<file path="config.mk">
export PLATFORM = sky130hd
export DESIGN_NAME = ubg_uart_baud_rx
export DESIGN_NICKNAME = d
export VERILOG_FILES = /design/src/logic/ubg_pkg.sv /design/src/logic/ubg_baud_gen.sv /design/src/logic/ubg_rx_fifo.sv /design/src/logic/ubg_uart_baud_rx.sv
export SDC_FILE = /design/constraint.sdc
export NUM_CORES = 1
export LEC_CHECK = 0
export ABC_AREA = 1
export BUFFER_PORTS_ARGS = -buffer_cell sky130_fd_sc_hd__buf_2
export CAP_MARGIN = 25
export CORE_UTILIZATION = 25
export DETAILED_ROUTE_END_ITERATION = 8
export HOLD_SLACK_MARGIN = 0.08
export PLACE_DENSITY = 0.43
export RECOVER_POWER = 100
export SLEW_MARGIN = 5
export SYNTH_ARGS = -nofsm -noshare
export SYNTH_HDL_FRONTEND = slang
export SYNTH_HIERARCHICAL = 1
export SYNTH_SLANG_ARGS = --single-unit
</file>
<file path="constraint.sdc">
create_clock -name core_clk -period 3.6 [get_ports core_clk]
set_clock_uncertainty 0.05 [all_clocks]
set_input_delay 0.36 -clock core_clk [delete_from_list [all_inputs] [get_ports core_clk]]
set_output_delay 0.36 -clock core_clk [all_outputs]
set_load 0.02 [all_outputs]
</file>
<file path="src/logic/ubg_pkg.sv">
package ubg_pkg;

  localparam int DIV_W   = 16;
  localparam int MOD_W   = 3;
  localparam int ACC_W   = 4;
  localparam int DATA_W  = 8;
  localparam int DEPTH   = 4;
  localparam int PTR_W   = 2;
  localparam int CNT_W   = 3;
  localparam int ADDR_W  = 8;
  localparam int FMC_W   = 6;
  localparam int CTRL_W  = 2;

  // Byte addresses of the register words
  localparam logic [ADDR_W-1:0] OFF_DIV_LOW  = 8'h00;
  localparam logic [ADDR_W-1:0] OFF_DIV_HIGH = 8'h04;
  localparam logic [ADDR_W-1:0] OFF_FMC      = 8'h08;
  localparam logic [ADDR_W-1:0] OFF_COUNT    = 8'h0C;
  localparam logic [ADDR_W-1:0] OFF_DATA     = 8'h10;
  localparam logic [ADDR_W-1:0] OFF_CTRL     = 8'h14;
  localparam logic [ADDR_W-1:0] OFF_STAT     = 8'h18;

  // Field positions
  localparam int FMC_TRIG_LSB  = 0;
  localparam int FMC_RANGE_BIT = 2;
  localparam int FMC_MOD_LSB   = 3;
  localparam int CTRL_EN_BIT   = 0;
  localparam int CTRL_RIE_BIT  = 1;
  localparam int STAT_AVL_BIT  = 0;
  localparam int STAT_OVR_BIT  = 1;

  // Reset values, full FIFO count and late sample offset
  localparam logic [DATA_W-1:0] DIV_BYTE_RST = 8'h00;
  localparam logic [FMC_W-1:0]  FMC_RST      = 6'h00;
  localparam logic [CTRL_W-1:0] CTRL_RST     = 2'h0;
  localparam logic [CNT_W-1:0]  FIFO_FULL    = 3'h4;
  localparam logic [DIV_W-1:0]  SAMPLE_LATE  = 16'h0002;

  typedef enum logic [1:0] {
    TRIG_FOUR  = 2'b00,
    TRIG_ONE   = 2'b01,
    TRIG_TWO   = 2'b10,
    TRIG_THREE = 2'b11
  } ubg_trig_t;

  typedef struct packed {
    logic [DIV_W-1:0] divisor;
    logic [MOD_W-1:0] modulation;
    logic             range_sel;
  } ubg_cfg_t;

  typedef struct packed {
    logic              psel;
    logic              penable;
    logic              pwrite;
    logic [ADDR_W-1:0] paddr;
    logic [31:0]       pwdata;
  } ubg_apb_req_t;

  // Receive-available level reached for the chosen trigger code
  function automatic logic ubg_trig_met(input logic [CNT_W-1:0] cnt,
                                        input ubg_trig_t code);
    logic [CNT_W-1:0] lvl;
    lvl = 3'h0;
    unique case (code)
      TRIG_FOUR:  lvl = 3'h4;
      TRIG_ONE:   lvl = 3'h1;
      TRIG_TWO:   lvl = 3'h2;
      TRIG_THREE: lvl = 3'h3;
    endcase
    return cnt >= lvl;
  endfunction

endpackage

</file>
<file path="src/logic/ubg_baud_gen.sv">
`timescale 1ns/1ps
module ubg_baud_gen (
  input  wire logic            core_clk,
  input  wire logic            reset_n,
  input  wire ubg_pkg::ubg_cfg_t cfg,
  input  wire logic            frame_start,
  input  wire logic            frame_active,
  output logic                 bit_tick_q,
  output logic                 sample_q
);
  import ubg_pkg::*;

  logic [DIV_W-1:0] cnt_q;
  logic             extra_q;
  logic [ACC_W-1:0] acc_q;
  logic [DIV_W-1:0] half;
  logic [DIV_W-1:0] last;
  logic             bit_end;
  logic             new_bit;
  logic [ACC_W-1:0] acc_base;
  logic [ACC_W-1:0] acc_sum;
  logic [ACC_W-1:0] low_sum;
  logic [DIV_W-1:0] s0;
  logic [DIV_W-1:0] s1;
  logic [DIV_W-1:0] s2;

  assign half     = cfg.divisor >> 1;
  // Lengthened bit lasts divisor + 1 clocks
  assign last     = cfg.divisor - DIV_W'(!extra_q);
  assign bit_end  = cnt_q >= last;
  assign new_bit  = frame_start | (bit_end & frame_active);
  assign acc_base = frame_start ? '0 : acc_q;
  assign acc_sum  = acc_base + ACC_W'(cfg.modulation);
  assign low_sum  = ACC_W'(acc_base[MOD_W-1:0]) + ACC_W'(cfg.modulation);

  // Free-running; a start bit realigns it to the frame
  always_ff @(posedge core_clk or negedge reset_n) begin
    if (!reset_n) begin
      cnt_q <= '0;
    end else if (frame_start || bit_end) begin
      cnt_q <= '0;
    end else begin
      cnt_q <= cnt_q + DIV_W'(1);
    end
  end

  always_ff @(posedge core_clk or negedge reset_n) begin
    if (!reset_n) begin
      acc_q   <= '0;
      extra_q <= 1'b0;
    end else if (new_bit) begin
      acc_q   <= acc_sum;
      extra_q <= low_sum[MOD_W];
    end else if (bit_end) begin
      extra_q <= 1'b0;
    end
  end

  assign s0 = cfg.range_sel ? half - DIV_W'(1) : half;
  assign s1 = cfg.range_sel ? half : half + DIV_W'(1);
  assign s2 = half + SAMPLE_LATE;

  always_ff @(posedge core_clk or negedge reset_n) begin
    if (!reset_n) begin
      bit_tick_q <= 1'b0;
      sample_q   <= 1'b0;
    end else begin
      bit_tick_q <= bit_end;
      sample_q   <= frame_active &&
                    (cnt_q == s0 || cnt_q == s1 || cnt_q == s2);
    end
  end
endmodule

</file>
<file path="src/logic/ubg_rx_fifo.sv">
`timescale 1ns/1ps
module ubg_rx_fifo (
  input  wire logic                       core_clk,
  input  wire logic                       reset_n,
  input  wire logic                       flush,
  input  wire logic                       push,
  input  wire logic [ubg_pkg::DATA_W-1:0] push_data,
  input  wire logic                       pop,
  output logic      [ubg_pkg::DATA_W-1:0] head,
  output logic      [ubg_pkg::CNT_W-1:0]  count_q,
  output logic                            overrun_q
);
  import ubg_pkg::*;

  logic [DATA_W-1:0] mem_q [DEPTH];
  logic [PTR_W-1:0]  wr_q;
  logic [PTR_W-1:0]  rd_q;
  logic [DATA_W-1:0] hold_q;
  logic              hold_v_q;
  logic              do_pop;
  logic              from_hold;
  logic              from_in;
  logic              write;

  assign head      = mem_q[rd_q];
  assign do_pop    = pop && count_q != '0;
  // Shift register refills the FIFO as soon as a slot opens
  assign from_hold = do_pop && hold_v_q;
  assign from_in   = push && !hold_v_q && (count_q < FIFO_FULL || do_pop);
  assign write     = from_hold || from_in;

  always_ff @(posedge core_clk or negedge reset_n) begin
    if (!reset_n) begin
      for (int i = 0; i < DEPTH; i++) begin
        mem_q[i] <= '0;
      end
    end else if (write) begin
      mem_q[wr_q] <= from_hold ? hold_q : push_data;
    end
  end

  always_ff @(posedge core_clk or negedge reset_n) begin
    if (!reset_n) begin
      wr_q    <= '0;
      rd_q    <= '0;
      count_q <= '0;
    end else if (flush) begin
      wr_q    <= '0;
      rd_q    <= '0;
      count_q <= '0;
    end else begin
      wr_q    <= wr_q + PTR_W'(write);
      rd_q    <= rd_q + PTR_W'(do_pop);
      count_q <= count_q + CNT_W'(write) - CNT_W'(do_pop);
    end
  end

  // Fifth byte waits here; a sixth overwrites it
  always_ff @(posedge core_clk or negedge reset_n) begin
    if (!reset_n) begin
      hold_q    <= '0;
      hold_v_q  <= 1'b0;
      overrun_q <= 1'b0;
    end else if (flush) begin
      hold_v_q  <= 1'b0;
      overrun_q <= 1'b0;
    end else begin
      overrun_q <= push && hold_v_q && !from_hold;
      if (push && !from_in) begin
        hold_q   <= push_data;
        hold_v_q <= 1'b1;
      end else if (from_hold) begin
        hold_v_q <= 1'b0;
      end
    end
  end
endmodule

</file>
<file path="src/logic/ubg_uart_baud_rx.sv">
// The APB register port and the register addresses were decided locally.
`timescale 1ns/1ps
// How it works
// Bit time is uart_clock over divisor plus modulation eighths.
// Software keeps divisor at least 16, or 8 with range select.
// Software writes divisor low byte before the high byte.
// Software leaves low byte and range select alone mid-frame.
// Modulation added per bit; carry out of bit 2 adds one clock.
// Accumulator restarts at each start bit, advances every frame bit.
// Range select picks the three sampling points around mid-bit.
// Receive-available flag rises at the selected FIFO fill level.
// Available flag with receive interrupt enable raises the interrupt.
// Software should pick a two-byte trigger to avoid overrun.
// Receive FIFO is empty after reset.
// Unread count rises on a stored byte, falls on a read.
// Four-byte FIFO; fifth byte waits, sixth replaces it, count stays 4.
// Unread count clears on reset and when the module is disabled.
// Bit timing comes from a free-running 16-bit timer.
// Two stop bits are recommended for receiver resynchronisation.
// Software loads truncated ratio and rounded fraction times eight.
// Unimplemented upper control and count bits read as zero.
// With enable set, overrun or available flag raises the interrupt.
// Disabling empties buffers, clears count and flags, keeps settings.
module ubg_uart_baud_rx (
  input  wire logic                       core_clk,
  input  wire logic                       reset_n,
  input  wire ubg_pkg::ubg_apb_req_t      apb,
  output logic      [31:0]                prdata,
  output logic                            pready,
  output logic                            pslverr,
  input  wire logic                       frame_start,
  input  wire logic                       frame_active,
  input  wire logic                       rx_byte_valid,
  input  wire logic [ubg_pkg::DATA_W-1:0] rx_byte,
  output logic                            bit_tick,
  output logic                            sample_strobe,
  output logic                            uart_irq
);
  import ubg_pkg::*;

  logic [DATA_W-1:0] div_low_q;
  logic [DIV_W-1:0]  divisor_q;
  logic [FMC_W-1:0]  fmc_q;
  logic [CTRL_W-1:0] ctrl_q;
  logic              avail_q;
  logic              ovr_q;
  logic              irq_q;
  logic [31:0]       prdata_q;
  logic              pready_q;
  logic              pslverr_q;
  logic              pop_ok_q;
  logic              setup;
  logic              access;
  logic              wr;
  logic              rd;
  logic              module_enable;
  logic              rx_interrupt_enable;
  ubg_trig_t         rx_trigger_level;
  ubg_cfg_t          cfg;
  logic [DATA_W-1:0] fifo_head;
  logic [CNT_W-1:0]  rx_fifo_byte_count;
  logic              fifo_overrun;
  logic              fifo_pop;
  logic              ovr_clear;

  function automatic logic mapped(input logic [ADDR_W-1:0] a);
    return a == OFF_DIV_LOW || a == OFF_DIV_HIGH || a == OFF_FMC ||
           a == OFF_COUNT || a == OFF_DATA || a == OFF_CTRL ||
           a == OFF_STAT;
  endfunction

  assign setup  = apb.psel && !apb.penable;
  assign access = apb.psel && apb.penable && pready_q;
  assign wr     = access && apb.pwrite;
  assign rd     = access && !apb.pwrite;

  assign module_enable       = ctrl_q[CTRL_EN_BIT];
  assign rx_interrupt_enable = ctrl_q[CTRL_RIE_BIT];
  assign rx_trigger_level    = ubg_trig_t'(fmc_q[FMC_TRIG_LSB +: 2]);

  assign cfg.divisor    = divisor_q;
  assign cfg.modulation = fmc_q[FMC_MOD_LSB +: MOD_W];
  assign cfg.range_sel  = fmc_q[FMC_RANGE_BIT];

  // Zero-wait slave: pready answers in the first access cycle
  always_ff @(posedge core_clk or negedge reset_n) begin
    if (!reset_n) begin
      pready_q  <= 1'b0;
      pslverr_q <= 1'b0;
    end else begin
      pready_q  <= setup;
      pslverr_q <= setup && !mapped(apb.paddr);
    end
  end

  // Read data captured in setup; pop allowed only if the head was valid
  always_ff @(posedge core_clk or negedge reset_n) begin
    if (!reset_n) begin
      prdata_q <= '0;
      pop_ok_q <= 1'b0;
    end else if (setup) begin
      prdata_q <= '0;
      pop_ok_q <= !apb.pwrite && apb.paddr == OFF_DATA &&
                  rx_fifo_byte_count != '0;
      if (!apb.pwrite) begin
        unique case (apb.paddr)
          OFF_DIV_LOW:  prdata_q[DATA_W-1:0] <= div_low_q;
          OFF_DIV_HIGH: prdata_q[DATA_W-1:0] <= divisor_q[DIV_W-1:DATA_W];
          OFF_FMC:      prdata_q[FMC_W-1:0]  <= fmc_q;
          OFF_COUNT:    prdata_q[CNT_W-1:0]  <= rx_fifo_byte_count;
          OFF_DATA:     prdata_q[DATA_W-1:0] <=
                          rx_fifo_byte_count != '0 ? fifo_head : '0;
          OFF_CTRL:     prdata_q[CTRL_W-1:0] <= ctrl_q;
          OFF_STAT:     begin
            prdata_q[STAT_AVL_BIT] <= avail_q;
            prdata_q[STAT_OVR_BIT] <= ovr_q;
          end
          default:      prdata_q <= '0;
        endcase
      end
    end
  end

  // Low byte is staged; the high-byte write commits the whole divisor
  always_ff @(posedge core_clk or negedge reset_n) begin
    if (!reset_n) begin
      div_low_q <= DIV_BYTE_RST;
      divisor_q <= {DIV_BYTE_RST, DIV_BYTE_RST};
    end else if (wr && apb.paddr == OFF_DIV_LOW) begin
      div_low_q <= apb.pwdata[DATA_W-1:0];
    end else if (wr && apb.paddr == OFF_DIV_HIGH) begin
      divisor_q <= {apb.pwdata[DATA_W-1:0], div_low_q};
    end
  end

  // Settings survive a module disable
  always_ff @(posedge core_clk or negedge reset_n) begin
    if (!reset_n) begin
      fmc_q <= FMC_RST;
    end else if (wr && apb.paddr == OFF_FMC) begin
      fmc_q <= apb.pwdata[FMC_W-1:0];
    end
  end

  always_ff @(posedge core_clk or negedge reset_n) begin
    if (!reset_n) begin
      ctrl_q <= CTRL_RST;
    end else if (wr && apb.paddr == OFF_CTRL) begin
      ctrl_q <= apb.pwdata[CTRL_W-1:0];
    end
  end

  assign fifo_pop  = rd && apb.paddr == OFF_DATA && pop_ok_q;
  assign ovr_clear = wr && apb.paddr == OFF_STAT &&
                     apb.pwdata[STAT_OVR_BIT];

  ubg_rx_fifo u_fifo (
    .core_clk  (core_clk),
    .reset_n   (reset_n),
    .flush     (!module_enable),
    .push      (rx_byte_valid && module_enable),
    .push_data (rx_byte),
    .pop       (fifo_pop),
    .head      (fifo_head),
    .count_q   (rx_fifo_byte_count),
    .overrun_q (fifo_overrun)
  );

  ubg_baud_gen u_baud (
    .core_clk     (core_clk),
    .reset_n      (reset_n),
    .cfg          (cfg),
    .frame_start  (frame_start),
    .frame_active (frame_active),
    .bit_tick_q   (bit_tick),
    .sample_q     (sample_strobe)
  );

  // Available is a level: it drops once reads bring the count below
  always_ff @(posedge core_clk or negedge reset_n) begin
    if (!reset_n) begin
      avail_q <= 1'b0;
    end else begin
      avail_q <= module_enable &&
                 ubg_trig_met(rx_fifo_byte_count, rx_trigger_level);
    end
  end

  // Overrun set beats a simultaneous software clear
  always_ff @(posedge core_clk or negedge reset_n) begin
    if (!reset_n) begin
      ovr_q <= 1'b0;
    end else if (!module_enable) begin
      ovr_q <= 1'b0;
    end else if (fifo_overrun) begin
      ovr_q <= 1'b1;
    end else if (ovr_clear) begin
      ovr_q <= 1'b0;
    end
  end

  always_ff @(posedge core_clk or negedge reset_n) begin
    if (!reset_n) begin
      irq_q <= 1'b0;
    end else begin
      irq_q <= rx_interrupt_enable && (avail_q || ovr_q);
    end
  end

  assign prdata   = prdata_q;
  assign pready   = pready_q;
  assign pslverr  = pslverr_q;
  assign uart_irq = irq_q;
endmodule

</file>
=== Word-level counts from Yosys, hierarchy flattened ===
Index checks and enable logic that the tools add are counted.

* Memories kept: 0
* Memory bits (writable): 0
* Bits in latches: 0
* ROM bits: 0
* Register bits after elaboration: 142
* Output and inout port bits: 37
* Input bits: 56
* Logic and storage cells: 145

* Reductions and logical operators: 53
* Bitwise gates (word level): 5
* Order comparisons: 6
* Multipliers: 0
* Add/sub/neg operators: 11
* Eq/ne operators: 14
* Shift operators: 0
* Divide/modulo/power cells: 0
* Mux-type cells: 30

{| class="wikitable"
|+ Operators by type and width
! kind !! count
|-
| 16-bit == test || 3
|-
| 16-bit two-way mux || 3
|-
| 8-bit two-way mux || 6
|-
| 32-bit bitwise mux || 1
|-
| 1-bit logical AND || 28
|-
| 8-bit by 5-bit == test with 1-bit output (second input constant) || 3
|-
| 3-bit one-hot mux with 4 select lines || 2
|-
| 15-bit by 1-bit adder with 16-bit output (second input constant) || 1
|-
| 15-bit by 2-bit adder with 16-bit output (second input constant) || 1
|-
| 16-bit by 1-bit adder with 16-bit output (second input constant) || 1
|-
| 8-bit binary-select mux with 2-bit select || 1
|-
| 8-bit demux with 2-bit select || 1
|-
| 8-bit by 4-bit == test with 1-bit output (second input constant) || 2
|-
| 16-bit greater-or-equal comparator || 1
|-
| 15-bit by 1-bit subtractor with 16-bit output (second input constant) || 1
|-
| 16-bit by 1-bit subtractor with 16-bit output || 1
|-
| 2-bit one-hot mux with 7 select lines || 1
|-
| 1-bit logical OR || 12
|-
| 1-bit two-way mux || 9
|-
| 8-bit by 3-bit == test with 1-bit output (second input constant) || 1
|-
| 8-bit logical NOT || 1
|-
| 1-bit logical NOT || 7
|-
| 3-bit greater-or-equal comparator (second input constant) || 2
|-
| 3-bit by 1-bit != test with 1-bit output (second input constant) || 2
|-
| 23 further kinds || 28
|}

=== Depth between registers and ports, before layout ===
* Depth after elaboration: 12
* Gate-level depth with buffers: 19

=== Modules after synthesis ===
Netlist, hierarchy kept.

{| class="wikitable"
|+ Modules (own cells, without submodules)
! module !! instances !! cells an instance !! sequential area each (µm²) !! area an instance (µm²)
|-
| ubg_baud_gen || 1 || 599 || 550.5 || 3475.8
|-
| ubg_uart_baud_rx || 1 || 309 || 1151.1 || 2522.4
|-
| ubg_rx_fifo || 1 || 289 || 1226.2 || 2318.5
|}

=== Worst setup path before layout ===
No wires, ideal clock.

* Kind: reg-to-reg
* Start point: reg divisor_q[2]
* End point: reg u_baud.cnt_q[7]
* Data required time: 3.464 ns
* Slack: 0.609 ns
* Library setup time: 0.086 ns
* Stages on the path, launching flop included: 17
* Clock period less this slack: 2.991 ns
* Data arrival time: 2.855 ns
* Cell sequence: dfrtp_1 -> buf_2 -> inv_1 -> ha_1 -> inv_1 -> o21ai_0 -> nor2_1 -> nand2_1 -> xnor2_1 -> inv_1 -> ha_1 -> a21oi_1 -> o21ai_0 -> a21oi_1 -> nand4_2 -> clkbuf_1 -> nor3_1

* Word-level cells in the longest chain between the ends: 4

{| class="wikitable"
|+ RTL lines
! element !! line !! text
|-
| start, declared || ubg_uart_baud_rx.sv:42 || <nowiki>logic [DIV_W-1:0] divisor_q;</nowiki>
|-
| start signal, assigned || ubg_uart_baud_rx.sv:128 || <nowiki>divisor_q <= {DIV_BYTE_RST, DIV_BYTE_RST};</nowiki>
|-
| start signal, assigned || ubg_uart_baud_rx.sv:132 || <nowiki>divisor_q <= {apb.pwdata[DATA_W-1:0], div_low_q};</nowiki>
|-
| 16-bit by 1-bit subtractor with 16-bit output || ubg_baud_gen.sv:29 || <nowiki>assign last = cfg.divisor - DIV_W'(!extra_q);</nowiki>
|-
| 16-bit greater-or-equal comparator || ubg_baud_gen.sv:30 || <nowiki>assign bit_end = cnt_q >= last;</nowiki>
|-
| 1-bit logical OR || ubg_baud_gen.sv:40 || <nowiki>end else if (frame_start || bit_end) begin</nowiki>
|-
| 16-bit two-way mux || ubg_baud_gen.sv:40 ||
|-
| end signal, assigned || ubg_baud_gen.sv:43 || <nowiki>cnt_q <= cnt_q + DIV_W'(1);</nowiki>
|-
| end, declared || ubg_baud_gen.sv:13 || <nowiki>logic [DIV_W-1:0] cnt_q;</nowiki>
|}

Every way passes these cells.
A chain may end at the register's enable or synchronous reset.

=== Worst setup path after layout ===
* Start point: reg pready_q (netlist: pready)
* End point: reg u_fifo.hold_q[7]

* Word-level cells in the longest chain between the ends: 10

{| class="wikitable"
|+ RTL lines
! element !! line !! text
|-
| start, declared || ubg_uart_baud_rx.sv:49 || <nowiki>logic pready_q;</nowiki>
|-
| start signal, assigned || ubg_uart_baud_rx.sv:91 || <nowiki>pready_q <= setup;</nowiki>
|-
| 1-bit logical AND || ubg_uart_baud_rx.sv:73 || <nowiki>assign access = apb.psel && apb.penable && pready_q;</nowiki>
|-
| 1-bit logical AND || ubg_uart_baud_rx.sv:75 || <nowiki>assign rd = access && !apb.pwrite;</nowiki>
|-
| 1-bit logical AND (2 in series) || ubg_uart_baud_rx.sv:153 || <nowiki>assign fifo_pop = rd && apb.paddr == OFF_DATA && pop_ok_q;</nowiki>
|-
| net fifo_pop || ubg_uart_baud_rx.sv:63 || <nowiki>logic fifo_pop;</nowiki>
|-
| 1-bit logical AND || ubg_rx_fifo.sv:26 || <nowiki>assign do_pop = pop && count_q != '0;</nowiki>
|-
| 1-bit logical OR || ubg_rx_fifo.sv:29 || <nowiki>assign from_in = push && !hold_v_q && (count_q < FIFO_FULL || do_pop);</nowiki>
|-
| 1-bit logical AND || ubg_rx_fifo.sv:29 ||
|-
| 1-bit logical NOT || ubg_rx_fifo.sv:69 || <nowiki>if (push && !from_in) begin</nowiki>
|-
| 1-bit logical AND || ubg_rx_fifo.sv:69 ||
|-
| 2-bit AND reduction (no source line) || - ||
|-
| end signal, assigned || ubg_rx_fifo.sv:70 || <nowiki>hold_q <= push_data;</nowiki>
|-
| end, declared || ubg_rx_fifo.sv:18 || <nowiki>logic [DATA_W-1:0] hold_q;</nowiki>
|}

The timed path passes the listed nets, and every way through them passes these cells.

==> impl_metrics.ini <==
[outcome]
status = finished with violations
violations = capacitance limit, slew limit

[logic_synthesis]
yosysTopAreaCell = dfrtp_1
syn_inst = 1197
ys.warnings.count = 6
synth_top_flop_cell = dfrtp_1
synth_common_cells = nand2_1, nor2_1, inv_1
yosysMostFrequentCell = nand2_1
synth_cell_types = 45
synth-edff-count = 0
syn_avg_cell_area_sq_um = 6.95
synth-seq-cells = 117
async_flop_share_pct = 100
seq_area_frac_synth_pct = 35.2
synth_top_area_share_pct = 35.2
syn_area_sq_um = 8320
synth.area.top_cells = dfrtp_1, nand2_1, nor2_1, inv_1, ha_1

[die]
rows = 66
boundaryPins = 93
core_sq_um = 32600
die_w_um = 184
dieArea_sq_um = 34000
die_height_um = 184
initial_utilization_pct = 25.5

[cells_and_area]
syn2layout_area_growth_pct = 13.4
final_cell_area_sq_um = 9430
layout-drive-gt1-share_pct = 9.75
diodes = 0
fill_cells = 3680
finalNetCount = 1340

[min_path]
hold_start = frame_active
min_path_type = in2reg

[worst_setup_path]
critPathTopFamily = simple AND/OR/NAND/NOR gates
worstSetupPathType = reg2reg
r2r-start = pready
arrival_ns = 3.40
cp_slowest_cell = o21ai_0
max_stage_delay_ns = 1.03
crit_buf_inv = 1
crit_path_start_kind = register
required_ns = 3.83
cp-end-kind = register
cp_max_fo = 17
crit_start = pready
crit_chain = nand3_1 > nor4_1 > clkbuf_1 > o21ai_0 > nand3_1 > nor2_1 > a21oi_1
path_common_cell = nand3_1

[clock_network]
clkSinkCount = 117
cts_made_buffers = 17
cts_setup_buffers = 0
cts_root_buffer = clkbuf_16
h-tree-depth = 4
clockBufferDepth = 2
clk_pin_slew_worst_paths_ns = 0.06
cts_tree = yes
clk_latency_ns = 0.42

[sta]
tns_ns = 0
rsz0062_at_grt = false
tightest_slew_ns = 1.57
slew_headroom_pct = -4.61
slew_violations = 59
finalCriticalPeriod_ns = 3.18
timing.final.ws_setup_ns = 0.423
post-route-period-util_pct = 88.2
hold_viol_final = 0
max_freq_mhz = 315
finalSetupViolations = 0

[global_routing]
grt_pass1_wl_um = 39300
first_global_vias = 7175
antenna_found_initial = 0
track_usage_pct = 15.0
met2_usage_pct = 26.2
gr-usage-met1_pct = 19.3
use_met3_pct = 2.55
globalRoute.busiestLayer = met2
grt_max_degree = 60
grt_overflow = 0

[route]
drcViolationCount = 0
drt_first_pass_iters = 6
wl_per_cell_um = 14.2
via_per_inst = 4.34
dr.first_iter.drc_count = 452
via_count = 7391
drt-total-wl_um = 24200
ant_nets = 0

[power]
ir_drop_mv = 0.292
sw_frac_of_total_pct = 25.2
p_sw_w = 0.000815
powerDensity_nw_per_um2 = 343
cellLeakagePower_nw = 5.01
pwr-share-clk_pct = 53.0
comb_power_share_pct = 5.7
p_seq_share_pct = 41.3
p_int_w = 0.00242
power_w = 0.00323

[placed_design]
portBuffers = 44
place_area_sq_um = 8950
place.gp.congestion = 0.867
detailedPlace.worstSlack_ns = 0.207
dp_hpwl_um = 18600

[job]
maxCapViolCount = 1
timing repair:
item / in CTS / in global routing
gates resized for setup: 0 / 1
endpoints found under the hold margin: 58 / 0
setup endpoints to repair: 0 / 7
hold buffers: 1 / 0
routing by layer:
metal  up-vias  routed length, um
li1       3836                  -
met1      3422              11500
met2       122              11800
met3        11                749
met4         0                172
met5         -                  0
final cells by class:
type / count / area [sq um] / area share (%)
Multi-Input combinational cell: 915 / 4530 / 48.0
Inverter: 142 / 533 / 5.65
Sequential cell: 117 / 2930 / 31.0
Clock inverter: 13 / 150 / 1.59
Tap cell: 442 / 553 / 5.86
Clock buffer: 19 / 443 / 4.69
Timing Repair Buffer: 56 / 298 / 3.16
logic make-up after synthesis:
family	count (synthesis)	synth area share (%)
compound gates	123	8.27
xor+xnor	29	3.05
fa+ha+maj	35	5.45
buf+inv	188	10.3
flops	117	35.2
mux	8	1.26
other cells	1	0.0451
simple gates	696	36.4
layout by cell type (no fill, tap or decap), drive strengths merged:
cell / synthesis / routed
ha: 33 / 33
dlygate4sd3: 0 / 1
nand3: 80 / 80
mux2: 8 / 8
fa: 2 / 2
clkbuf: 6 / 36
clkinvlp: 0 / 5
a21oi: 32 / 32
xnor2: 9 / 9
o22ai: 8 / 8
nor3: 10 / 10
o21ai: 77 / 77
a31oi: 1 / 1
or2: 2 / 2
bufinv: 0 / 2
clkinv: 0 / 4
nor2: 156 / 156
xor2: 20 / 20
nand4: 18 / 18
a21boi: 2 / 2
nand2: 426 / 426
o21a: 1 / 1
o211ai: 2 / 2
buf: 40 / 38
nor4: 2 / 2
conb: 1 / 24
dfrtp: 117 / 117
inv: 142 / 144
nor3b: 2 / 2
power by group through the flow:
| stage | Sequential [W] | Clock (W) | Combinational [W] |
|---|---|---|---|
| 3_5_place_dp | 0.00136 | 0 | 0.000190 |
| 4_1_cts | 0.00134 | 0.00176 | 0.000192 |
| 3_3_place_gp | 0.00136 | 0 | 0.000190 |
| 5_1_grt | 0.00134 | 0.00182 | 0.000210 |
| 6_report | 0.00134 | 0.00171 | 0.000184 |
| 2_1_floorplan | 0.00136 | 0 | 0.000118 |
worst paths after layout:
check,endpoint,slack [ns],cells past startpoint
max in group asynchronous,u_fifo/mem_q[9],1.57,3
min in group asynchronous,prdata[3],0.88,2
hold / removal,u_baud/sample_q,0.15,3
hold reg to reg,ovr_q,0.42,2
setup reg to reg,u_fifo/hold_q[7],0.42,7
setup / recovery,u_fifo/hold_q[7],0.42,7
per-stage QoR:
stage	hold WS, ns	utilization (%)	std cells
3_3_place_gp	0.407	27.4	1671
3_5_place_dp	0.410	27.4	1671
4_1_cts	0.0997	29.3	1704
5_1_grt	0.153	28.9	1704
2_1_floorplan	0.0144	-	1220
6_report	0.145	28.9	1704
state kept, by name, indices dropped and copies added (netlist names), 2 cells and up:
| register | cells |
|---|---|
| u_fifo/wr_q | 2 |
| u_baud/acc_q | 3 |
| prdata | 8 |
| u_baud/cnt_q | 16 |
| divisor_q | 16 |
| u_fifo/rd_q | 2 |
| ctrl_q | 2 |
| u_fifo/mem_q | 32 |
| div_low_q | 8 |
| u_fifo/hold_q | 8 |
| u_fifo/count_q | 3 |
| fmc_q | 6 |
tightest hold or removal path: stages:
cell	delay [ns]
buf_2	0.11
inv_1	0.06
nor2_1	0.04
(Power assumes the default switching activity.)
